**src/rtl/ssfb_pkg.sv**
```systemverilog
// constants shared by the serial flash boot protocol block
package ssfb_pkg;

    // command codes, first byte of each sequence, except CMD_ERASE_CONF which follows CMD_ERASE_ALL
    localparam logic [7:0] CMD_PAGE_READ = 8'hFF;
    localparam logic [7:0] CMD_PAGE_PROG = 8'h41;
    localparam logic [7:0] CMD_ERASE_ALL = 8'hA7;
    localparam logic [7:0] CMD_ERASE_CONF = 8'hD0;
    localparam logic [7:0] CMD_READ_STAT = 8'h70;
    localparam logic [7:0] CMD_CLR_STAT = 8'h50;
    localparam logic [7:0] CMD_ID_CHECK = 8'hF5;
    localparam logic [7:0] CMD_VERSION = 8'hFB;

    // framing
    localparam int BYTE_BITS = 8;
    localparam logic [2:0] LAST_BIT = 3'h7;
    localparam int PAGE_BYTES = 256;
    localparam logic [7:0] LAST_IDX = 8'hFF;
    localparam logic [8:0] WR_END = 9'h100;
    localparam int ID_BYTES = 7;
    localparam logic [7:0] ID_LAST = 8'h06;
    localparam logic [7:0] ID_HDR_LAST = 8'h03;
    localparam int VER_BYTES = 8;
    localparam logic [7:0] VER_LAST = 8'h07;

    // flash status byte fields
    localparam int FS_READY_BIT = 7;
    localparam int FS_ERASE_ERR_BIT = 5;
    localparam int FS_PROG_ERR_BIT = 4;

    // link status byte: identification result field
    localparam int LS_ID_LSB = 2;
    localparam logic [1:0] ID_NONE = 2'b00;
    localparam logic [1:0] ID_MISMATCH = 2'b01;
    localparam logic [1:0] ID_VERIFIED = 2'b11;

    // register port map
    localparam logic [7:0] REG_CTRL = 8'h00;
    localparam logic [7:0] REG_STAT = 8'h04;
    localparam int CTRL_CMD_EN_BIT = 0;
    localparam logic [31:0] CTRL_RESET = 32'h0000_0001;

    // cycles the mode strap is allowed to settle after reset release
    localparam logic [1:0] STRAP_WAIT = 2'h3;

    typedef enum logic [3:0] {
        ST_IDLE, ST_ADDR_MID, ST_ADDR_HIGH, ST_RD_FETCH, ST_RD_WAIT, ST_RD_XFER,
        ST_PG_DATA, ST_PG_WRITE, ST_PG_WAIT, ST_ER_CONF, ST_ER_WAIT, ST_ST_XFER,
        ST_ID_HDR, ST_ID_DATA, ST_VER_XFER
    } ssfb_state_e;

endpackage : ssfb_pkg

```
**src/rtl/ssfb_buf_if.sv**
```systemverilog
// page buffer port bundle between the protocol engine and its memory
`timescale 1ns/1ps
`default_nettype none

interface ssfb_buf_if;
    logic wr_en;
    logic [7:0] wr_addr;
    logic [7:0] wr_data;
    logic rd_en;
    logic [7:0] rd_addr;
    logic [7:0] rd_data;

    modport ctrl (output wr_en, output wr_addr, output wr_data, output rd_en, output rd_addr, input rd_data);
    modport mem (input wr_en, input wr_addr, input wr_data, input rd_en, input rd_addr, output rd_data);
endinterface : ssfb_buf_if

`default_nettype wire

```
**src/rtl/ssfb_page_mem.sv**
```systemverilog
// one-page buffer with registered read data
`timescale 1ns/1ps
`default_nettype none

module ssfb_page_mem
    import ssfb_pkg::*;
(
    // clock
    input wire logic sys_clk_in,
    // buffer port
    ssfb_buf_if.mem buf_port
);

    logic [7:0] mem_ff [PAGE_BYTES];
    logic [7:0] rd_data_ff;

    // no reset on the array: contents are always written before use
    always_ff @(posedge sys_clk_in)
    begin
        if (buf_port.wr_en)
        begin
            mem_ff[buf_port.wr_addr] <= buf_port.wr_data;
        end
        if (buf_port.rd_en)
        begin
            rd_data_ff <= mem_ff[buf_port.rd_addr];
        end
    end

    assign buf_port.rd_data = rd_data_ff;

endmodule : ssfb_page_mem

`default_nettype wire

```
**src/rtl/ssfb_top.sv**
```systemverilog
// clock-synchronous serial flash programming protocol engine
// What this block does
// RL1 - enter mode if handshake high at reset release
// RL2 - sample incoming bits on rising transfer clock
// RL3 - drive outgoing bits on falling transfer clock
// RL4 - whole bytes, least significant bit first
// RL5 - handshake high while occupied, low otherwise
// RL6 - programmer waits for handshake low first
// RL7 - first byte of sequence is command
// RL8 - page read returns 256 bytes ascending
// RL9 - page program takes 256 bytes, writes page
// RL10 - handshake drops when next page accepted
// RL11 - erase code plus confirmation starts erase
// RL12 - handshake drops when erase completes
// RL13 - status command returns flash then link status
// RL14 - clear command clears program/erase error flags
// RL15 - handshake drops when clear finishes
// RL16 - blank flash accepts every command
// RL17 - restricted commands need matching seven-byte code
// RL18 - flash status ready, erase, program bits
// RL19 - identification field 00 unchecked, 11 verified
// RL20 - unknown command ignored, handshake back low
//
// Decided for this implementation: the strobed register port and the placing of the registers.
`timescale 1ns/1ps
`default_nettype none

module ssfb_top
    import ssfb_pkg::*;
#(
    // arbitrary neutral version text, eight characters
    parameter logic [8*VER_BYTES-1:0] VERSION_TEXT = 64'h5356_3030_3030_3031
)
(
    // clock and reset
    input wire logic sys_clk_in,
    input wire logic rstn_in,
    // serial link pins
    input wire logic serial_clock_input_in,
    input wire logic serial_receive_pin_in,
    output logic serial_transmit_pin_out,
    input wire logic handshake_busy_pin_in,
    output logic handshake_busy_pin_out,
    output logic handshake_busy_pin_oe_out,
    // flash array
    output logic [23:0] flash_addr_out,
    output logic flash_rd_en_out,
    input wire logic [7:0] flash_rd_data_in,
    output logic flash_wr_en_out,
    output logic [7:0] flash_wr_data_out,
    output logic flash_erase_out,
    input wire logic flash_done_in,
    input wire logic flash_fail_in,
    input wire logic flash_blank_in,
    input wire logic [8*ID_BYTES-1:0] flash_id_code_in,
    // register port
    input wire logic [7:0] reg_addr_in,
    input wire logic [31:0] reg_wdata_in,
    input wire logic reg_wr_in,
    input wire logic reg_rd_in,
    output logic [31:0] reg_rdata_out,
    // mode indication
    output logic serial_mode_out
);

    // ------------------------------------------------------------
    // pin synchronisers and mode entry
    // ------------------------------------------------------------
    logic sclk_s1_ff, sclk_s2_ff, sclk_s3_ff;
    logic rxd_s1_ff, rxd_s2_ff;
    logic hs_s1_ff, hs_s2_ff;
    logic [1:0] strap_cnt_ff;
    logic strap_done_ff;
    logic mode_ff;

    always_ff @(posedge sys_clk_in or negedge rstn_in)
    begin
        if (!rstn_in)
        begin
            {sclk_s1_ff, sclk_s2_ff, sclk_s3_ff, rxd_s1_ff, rxd_s2_ff, hs_s1_ff, hs_s2_ff} <= 7'h7C;
        end
        else
        begin
            {sclk_s3_ff, sclk_s2_ff, sclk_s1_ff} <= {sclk_s2_ff, sclk_s1_ff, serial_clock_input_in};
            {rxd_s2_ff, rxd_s1_ff} <= {rxd_s1_ff, serial_receive_pin_in};
            {hs_s2_ff, hs_s1_ff} <= {hs_s1_ff, handshake_busy_pin_in};
        end
    end

    // the strap is caught once, a few cycles after release, never on the reset itself
    always_ff @(posedge sys_clk_in or negedge rstn_in)
    begin
        if (!rstn_in)
        begin
            strap_cnt_ff <= 2'h0;
            strap_done_ff <= 1'b0;
            mode_ff <= 1'b0;
        end
        else if (!strap_done_ff)
        begin
            strap_cnt_ff <= strap_cnt_ff + 2'h1;
            if (strap_cnt_ff == STRAP_WAIT)
            begin
                strap_done_ff <= 1'b1;
                mode_ff <= hs_s2_ff; // RL1
            end
        end
    end

    wire sclk_rise = mode_ff & sclk_s2_ff & ~sclk_s3_ff;
    wire sclk_fall = mode_ff & ~sclk_s2_ff & sclk_s3_ff;

    // ------------------------------------------------------------
    // bit engine: one counter serves both directions
    // ------------------------------------------------------------
    logic [2:0] bit_cnt_ff;
    logic [7:0] rx_sr_ff;
    logic [7:0] tx_byte_ff;
    logic tx_ff;
    logic byte_done_ff;
    wire [7:0] rx_byte = rx_sr_ff;

    always_ff @(posedge sys_clk_in or negedge rstn_in)
    begin
        if (!rstn_in)
        begin
            bit_cnt_ff <= 3'h0;
            rx_sr_ff <= 8'h00;
            tx_ff <= 1'b1;
            byte_done_ff <= 1'b0;
        end
        else
        begin
            byte_done_ff <= sclk_rise && (bit_cnt_ff == LAST_BIT);
            if (sclk_rise)
            begin
                rx_sr_ff <= {rxd_s2_ff, rx_sr_ff[7:1]}; // RL2 RL4
                bit_cnt_ff <= bit_cnt_ff + 3'h1;
            end
            if (sclk_fall) tx_ff <= tx_byte_ff[bit_cnt_ff]; // RL3 RL4
        end
    end

    // ------------------------------------------------------------
    // registers and status bytes
    // ------------------------------------------------------------
    logic [31:0] ctrl_ff;
    logic [31:0] rdata_ff;
    logic prog_err_ff, erase_err_ff;
    logic [1:0] id_res_ff;
    logic id_fail_ff;
    ssfb_state_e state_ff, nxt_state;
    logic [7:0] idx_ff;
    logic [8:0] wr_cnt_ff;
    logic [15:0] page_ff;
    logic [7:0] cmd_ff;
    logic frd_dly_ff;

    wire flash_ready = !(state_ff inside {ST_PG_WRITE, ST_PG_WAIT, ST_ER_WAIT});
    wire [7:0] flash_status = (8'(flash_ready) << FS_READY_BIT) | (8'(erase_err_ff) << FS_ERASE_ERR_BIT)
                            | (8'(prog_err_ff) << FS_PROG_ERR_BIT); // RL18
    wire [7:0] link_status = 8'(id_res_ff) << LS_ID_LSB; // RL19
    wire cmd_en = ctrl_ff[CTRL_CMD_EN_BIT];
    wire unlocked = flash_blank_in || (id_res_ff == ID_VERIFIED); // RL16 RL17

    wire sel_ctrl = (reg_addr_in == REG_CTRL);
    wire sel_stat = (reg_addr_in == REG_STAT);
    wire [31:0] stat_word = {14'h0000, ~handshake_busy_pin_out, mode_ff, link_status, flash_status};
    wire [31:0] rd_mux = sel_ctrl ? ctrl_ff : (sel_stat ? stat_word : 32'h0000_0000);

    always_ff @(posedge sys_clk_in or negedge rstn_in)
    begin
        if (!rstn_in)
        begin
            ctrl_ff <= CTRL_RESET;
            rdata_ff <= 32'h0000_0000;
        end
        else
        begin
            if (reg_wr_in && sel_ctrl) ctrl_ff <= reg_wdata_in & CTRL_RESET;
            rdata_ff <= reg_rd_in ? rd_mux : 32'h0000_0000;
        end
    end

    assign reg_rdata_out = rdata_ff;

    // ------------------------------------------------------------
    // command sequencer
    // ------------------------------------------------------------
    function automatic logic restricted(input logic [7:0] code);
        restricted = code inside {CMD_PAGE_READ, CMD_PAGE_PROG, CMD_ERASE_ALL, CMD_CLR_STAT};
    endfunction : restricted

    ssfb_buf_if buf_bus();

    ssfb_page_mem u_page_mem (
        .sys_clk_in(sys_clk_in),
        .buf_port(buf_bus.mem)
    );

    wire id_match = (rx_byte == flash_id_code_in[8*idx_ff[2:0] +: 8]);
    wire write_rd = (state_ff == ST_PG_WRITE) && (wr_cnt_ff != WR_END);

    assign buf_bus.wr_en = (state_ff == ST_PG_DATA) && byte_done_ff; // RL9
    assign buf_bus.wr_addr = idx_ff;
    assign buf_bus.wr_data = rx_byte;
    assign buf_bus.rd_en = write_rd;
    assign buf_bus.rd_addr = wr_cnt_ff[7:0];
    assign flash_wr_data_out = buf_bus.rd_data;

    always_comb
    begin
        nxt_state = state_ff;
        case (state_ff)
            ST_IDLE:
            begin
                if (byte_done_ff && cmd_en && (unlocked || !restricted(rx_byte))) // RL7 RL17
                begin
                    case (rx_byte)
                        CMD_PAGE_READ, CMD_PAGE_PROG: nxt_state = ST_ADDR_MID;
                        CMD_ERASE_ALL: nxt_state = ST_ER_CONF;
                        CMD_READ_STAT: nxt_state = ST_ST_XFER; // RL13
                        CMD_ID_CHECK: nxt_state = ST_ID_HDR;
                        CMD_VERSION: nxt_state = ST_VER_XFER;
                        default: nxt_state = ST_IDLE; // RL20
                    endcase
                end
            end
            ST_ADDR_MID: if (byte_done_ff) nxt_state = ST_ADDR_HIGH;
            ST_ADDR_HIGH: if (byte_done_ff) nxt_state = (cmd_ff == CMD_PAGE_READ) ? ST_RD_FETCH : ST_PG_DATA;
            ST_RD_FETCH: nxt_state = ST_RD_WAIT;
            ST_RD_WAIT: nxt_state = ST_RD_XFER;
            ST_RD_XFER: if (byte_done_ff) nxt_state = (idx_ff == LAST_IDX) ? ST_IDLE : ST_RD_FETCH; // RL8
            ST_PG_DATA: if (byte_done_ff && idx_ff == LAST_IDX) nxt_state = ST_PG_WRITE;
            ST_PG_WRITE: if (wr_cnt_ff == WR_END) nxt_state = ST_PG_WAIT;
            ST_PG_WAIT: if (flash_done_in) nxt_state = ST_IDLE; // RL10
            ST_ER_CONF: if (byte_done_ff) nxt_state = (rx_byte == CMD_ERASE_CONF) ? ST_ER_WAIT : ST_IDLE; // RL11
            ST_ER_WAIT: if (flash_done_in) nxt_state = ST_IDLE; // RL12
            ST_ST_XFER: if (byte_done_ff && idx_ff != 8'h00) nxt_state = ST_IDLE;
            ST_ID_HDR: if (byte_done_ff && idx_ff == ID_HDR_LAST) nxt_state = ST_ID_DATA;
            ST_ID_DATA: if (byte_done_ff && idx_ff == ID_LAST) nxt_state = ST_IDLE;
            ST_VER_XFER: if (byte_done_ff && idx_ff == VER_LAST) nxt_state = ST_IDLE;
            default: nxt_state = ST_IDLE;
        endcase
    end

    // states in which the engine stands ready for the next byte
    wire waiting = !(state_ff inside {ST_RD_FETCH, ST_RD_WAIT, ST_PG_WRITE, ST_PG_WAIT, ST_ER_WAIT});
    wire entering = (state_ff != nxt_state);
    logic busy_ff;

    always_ff @(posedge sys_clk_in or negedge rstn_in)
    begin
        if (!rstn_in)
        begin
            state_ff <= ST_IDLE;
            busy_ff <= 1'b1;
            {cmd_ff, idx_ff, page_ff} <= 32'h0000_0000;
            wr_cnt_ff <= 9'h000;
            tx_byte_ff <= 8'hFF;
            {prog_err_ff, erase_err_ff, id_fail_ff} <= 3'h0;
            id_res_ff <= ID_NONE;
        end
        else
        begin
            state_ff <= nxt_state;
            // busy rises with the first rising clock edge of a byte and while work is pending
            busy_ff <= !waiting || entering || byte_done_ff || (bit_cnt_ff != 3'h0); // RL5 RL6
            if (state_ff == ST_IDLE && byte_done_ff)
            begin
                cmd_ff <= rx_byte; // RL7
                idx_ff <= 8'h00;
                tx_byte_ff <= (cmd_en && rx_byte == CMD_VERSION) ? VERSION_TEXT[7:0] : flash_status;
                if (cmd_en && unlocked && rx_byte == CMD_CLR_STAT) {prog_err_ff, erase_err_ff} <= 2'h0; // RL14 RL15
                id_fail_ff <= 1'b0;
            end
            // middle address byte arrives first and is shifted down by the high byte
            if (byte_done_ff && state_ff inside {ST_ADDR_MID, ST_ADDR_HIGH}) page_ff <= {rx_byte, page_ff[15:8]};
            // flash data stands one cycle after the read strobe
            if (frd_dly_ff) tx_byte_ff <= flash_rd_data_in; // RL8
            if (byte_done_ff && state_ff inside {ST_RD_XFER, ST_PG_DATA, ST_ST_XFER, ST_ID_HDR, ST_VER_XFER})
                idx_ff <= (state_ff == ST_ID_HDR && idx_ff == ID_HDR_LAST) ? 8'h00 : idx_ff + 8'h01;
            if (byte_done_ff && state_ff == ST_ST_XFER) tx_byte_ff <= link_status; // RL13
            if (byte_done_ff && state_ff == ST_VER_XFER && idx_ff != VER_LAST)
                tx_byte_ff <= VERSION_TEXT[8*(32'(idx_ff[2:0]) + 1) +: 8];
            if (byte_done_ff && state_ff == ST_ID_DATA)
            begin
                idx_ff <= idx_ff + 8'h01;
                if (idx_ff == ID_LAST)
                    id_res_ff <= (id_fail_ff || !id_match) ? ID_MISMATCH : ID_VERIFIED; // RL17 RL19
                else if (!id_match) id_fail_ff <= 1'b1;
            end
            if (state_ff == ST_PG_DATA && nxt_state == ST_PG_WRITE) wr_cnt_ff <= 9'h000;
            else if (write_rd) wr_cnt_ff <= wr_cnt_ff + 9'h001;
            // an error sets only when an operation ends, so it never meets a clear
            if (state_ff == ST_PG_WAIT && flash_done_in && flash_fail_in) prog_err_ff <= 1'b1; // RL18
            if (state_ff == ST_ER_WAIT && flash_done_in && flash_fail_in) erase_err_ff <= 1'b1; // RL18
        end
    end

    // ------------------------------------------------------------
    // flash strobes
    // ------------------------------------------------------------
    logic [23:0] faddr_ff;
    logic frd_ff, fwr_ff, fer_ff;

    always_ff @(posedge sys_clk_in or negedge rstn_in)
    begin
        if (!rstn_in)
        begin
            faddr_ff <= 24'h00_0000;
            {frd_ff, frd_dly_ff, fwr_ff, fer_ff} <= 4'h0;
        end
        else
        begin
            frd_ff <= (state_ff == ST_RD_FETCH); // RL8
            frd_dly_ff <= frd_ff;
            fwr_ff <= write_rd; // RL9
            fer_ff <= (state_ff == ST_ER_CONF) && (nxt_state == ST_ER_WAIT); // RL11
            if (state_ff == ST_RD_FETCH) faddr_ff <= {page_ff, idx_ff};
            else if (write_rd) faddr_ff <= {page_ff, wr_cnt_ff[7:0]};
        end
    end

    assign flash_addr_out = faddr_ff;
    assign flash_rd_en_out = frd_ff;
    assign flash_wr_en_out = fwr_ff;
    assign flash_erase_out = fer_ff;

    // ------------------------------------------------------------
    // pin drivers
    // ------------------------------------------------------------
    assign serial_transmit_pin_out = tx_ff;
    assign handshake_busy_pin_out = busy_ff;
    assign handshake_busy_pin_oe_out = mode_ff; // RL1
    assign serial_mode_out = mode_ff;

endmodule : ssfb_top

`default_nettype wire

```
**config.mk**
```make
export PLATFORM = sky130hd
export DESIGN_NAME = ssfb_top
export DESIGN_NICKNAME = d
export VERILOG_FILES = /design/src/rtl/ssfb_pkg.sv /design/src/rtl/ssfb_buf_if.sv /design/src/rtl/ssfb_page_mem.sv /design/src/rtl/ssfb_top.sv
export SDC_FILE = /design/constraint.sdc
export NUM_CORES = 2
export LEC_CHECK = 0
export BUFFER_PORTS_ARGS = -buffer_cell sky130_fd_sc_hd__buf_4
export CORE_ASPECT_RATIO = 0.7
export CORE_UTILIZATION = 40
export DETAILED_ROUTE_END_ITERATION = 8
export SLEW_MARGIN = 20
export SYNTH_ARGS = -nofsm -noshare
export SYNTH_HDL_FRONTEND = slang
export SYNTH_SLANG_ARGS = --single-unit
```
**constraint.sdc**
```tcl
create_clock -name sys_clk_in -period 10 [get_ports sys_clk_in]
set_input_delay 2 -clock sys_clk_in [delete_from_list [all_inputs] [get_ports sys_clk_in]]
set_output_delay 2 -clock sys_clk_in [all_outputs]
set_load 0.02 [all_outputs]
```
==> key figures <==
Synth
  – Synth Flop Type: edfxtp_1
  – Seq/Total Area, Yosys: 74.9%
  – Syn. warnings: 0
  – Post-synth ARST share: 5.51%
  – Synth cell types: 80
  – Seq cells post-synth: 2176
  – Cell count after synthesis: 4375
  – Leading area contributor after synthesis: edfxtp_1
  – Area contributors post-synth: edfxtp_1 71%, mux4_2 13%, dfrtp_1 3.0%
  – Mapped Area: 86500 sq um
  – Share of the synthesized area in the top cell type: 71.4%
  – Synthesized area per cell: 19.8 sq um
  – EDFF count, synth: 2056

Cells and area
  – Most frequent cells in the layout: 2056 x edfxtp_1, 494 x mux4_2, 336 x nor2_1
  – Filler cells: 18200
  – Commonest non-fill, non-tap cell in the layout: edfxtp_1
  – Syn-to-layout area delta: 12.0%
  – Layout cells sized above 1: 24.2%
  – Layout net count: 4674
  – Final core utilization: 45.1%

Power and ir drop
  – Leak: 0.0303 uW
  – Max VDD drop: 0.000165 V
  – Clk pwr share: 37.7%
  – Logic gate share of total power: 5.8%
  – Seq pwr share: 56.5%
  – Sw Share: 23.2%
  – P per Cell Area: 207 nW/um^2
  – Internal Dissipation: 15400 uW
  – NetSw: 4650 uW

Route
  – Via count: 45100
  – Drt total wl: 237000 um
  – Antenna Nets Post-Route: 0
  – Drt pass-1 iters: 6
  – Routed WL per cell: 31.2 um
  – Vias per inst: 5.94
  – Remaining DRCs: 0
  – DRT iter0 DRCs: 6448

Setup path
  – WS Path Type: reg2reg
  – R2r setup slk: 4.77 ns
  – Worst setup EP type: flop
  – Maximum fanout along the worst path: 104
  – R2R depth: 8
  – Req. time, crit path: 10.61 ns
  – WP data arrival: 5.84 ns
  – CP startpoint kind: flop

STA
  – Fmax: 0.191 GHz
  – Final Hold Fails: 0
  – Final TNS setup: 0 ns
  – Slew Limit Fails: 0
  – RSZ-0062 raised after global routing: false
  – Final setup fails: 0
  – Worst Tran Pin Value: 1.11 ns
  – Period utilization: 52.3%
  – Slew HR: 26.2%
  – Post-layout min period: 5.23 ns
  – Skew final: 0.0462 ns

Run status
  – Status: completed

Die
  – Total Die Area: 218000 sq um
  – Starting density of the core: 40.3%
  – Core area: 214000 sq um
  – DIE WIDTH: 558 um
  – Die Y: 391 um
  – Row Count: 142
  – Io pins: 185

Global routing
  – GRT Total Usage: 21.5%
  – GRT overflow: 0
  – Initial antenna violation count: 17
  – Largest net degree at the start of global routing: 184
  – Number of global-route vias before repair: 43600
  – Global-route wire length before repair: 334000 um

Clocking
  – CTS tree: built
  – Root Driver: clkbuf_16
  – Hold_buf cts: 0
  – Htree depth: 4
  – Maximum buffer depth of the clock tree: 4
  – Post-CTS Setup Inserts: 0
  – Clock transition at the registers of the reported paths: 0.07 ns
  – Cts repair resizes: 0
  – CTS Buf Count: 199
  – Clock latency on the worst-skew pair: 0.86 ns
  – Clock sink count: 2176

Placement
  – Port Buf Inserts: 129
  – Half-perimeter wire length after placement: 143000 um
  – Routability cong.: 0.834

Min path
  – Hold Path Depth: 0
  – Worst Hold Class: reg2reg

Flow run
  – Max-Cap Viols: 0
==> flip-flops by register name (all words and copies together), names as in the netlist, 9 cells and up <==
register / flops
flash_addr_out: 24
u_page_mem.mem_ff: 2048
wr_cnt_ff: 9
page_ff: 16
==> worst paths after layout <==
kind | startpoint | endpoint
setup / recovery | wr_cnt_ff[1] | u_page_mem.buf_port.rd_data[4]
setup reg to reg | wr_cnt_ff[1] | u_page_mem.buf_port.rd_data[4]
max in group asynchronous | rstn_in | wr_cnt_ff[2]
hold / removal | hs_s1_ff | hs_s2_ff
hold reg to reg | hs_s1_ff | hs_s2_ff
min in group asynchronous | rstn_in | reg_rdata_out[17]
==> kinds of logic (layout without fill, tap and decap cells) <==
group	after synthesis	in the layout	share of synthesized area, %
flip-flops	2176	2176	74.9
multiplexers	765	765	16.2
AND/OR/NAND/NOR	725	725	3.67
AO/OA/AOI/OAI	361	361	2.82
buffers and inverters	315	619	2.07
XOR/XNOR	21	21	0.213
adder cells (fa/ha/maj)	11	11	0.159
other	1	26	0.00434
==> power by group through the flow <==
stage / registers, uW / logic [uW] / clock network, uW
finish: 11300 / 1170 / 7540
global route: 11300 / 1260 / 7950
floorplan: 11900 / 213 / 0
global placement: 11500 / 1060 / 0
detailed placement: 11500 / 1120 / 0
CTS: 11300 / 1120 / 7610
==> Yosys cell counts, types with 24 or more instances <==
master    instances
a21oi_1          78
mux2i_1         193
nand3_1          54
nor2_1          340
o221ai_1         24
nand2_1         184
mux2_2           76
mux4_2          494
dfrtp_1         104
buf_2            72
o21ai_0          53
nor3_1           30
clkbuf_1        106
o22ai_1          33
edfxtp_1       2056
buf_4            53
buf_6            25
==> through the flow <==
stage	power [uW]	setup slack [ns]	cell area (sq um)	hold WS (ns)	cells
final	20000	4.77	96800	0.355	7584
after detailed placement	12700	4.93	90500	0.343	7227
after global placement	12600	4.90	90500	0.344	7226
after floorplan	12100	5.08	86500	0.331	4398
after CTS	20100	4.90	96700	0.357	7581
after global routing	20500	4.63	96800	0.363	7582
==> final cells by class <==
class / count / area, sq um / share of cell area, %
Sequential cell: 2176 / 64800 / 67.0
Tap cell: 2880 / 3600 / 3.72
Clock inverter: 113 / 1010 / 1.04
Timing Repair Buffer: 240 / 1950 / 2.01
Inverter: 25 / 101 / 0.105
Antenna cell: 2 / 5.00 / 0.00517
Multi-Input combinational cell: 1907 / 20100 / 20.7
Clock buffer: 241 / 5230 / 5.41
==> routing by layer <==
metal | wire [um] | global-route usage [%]
met2 | 102000 | 30.4
met4 | 5560 | 5.18
met5 | 27 | 0
met1 | 104000 | 33.4
met3 | 25600 | 5.05
==> critical path, stage by stage, from the launching register on <==
cell	delay [ns]
dfrtp_4	0.88
buf_12	0.57
buf_4	0.63
mux4_2	0.60
nand2_1	0.08
nand2_1	0.17
a311oi_1	0.92
a221oi_1	0.38
or4_1	0.58
(Power assumes the default switching activity.)
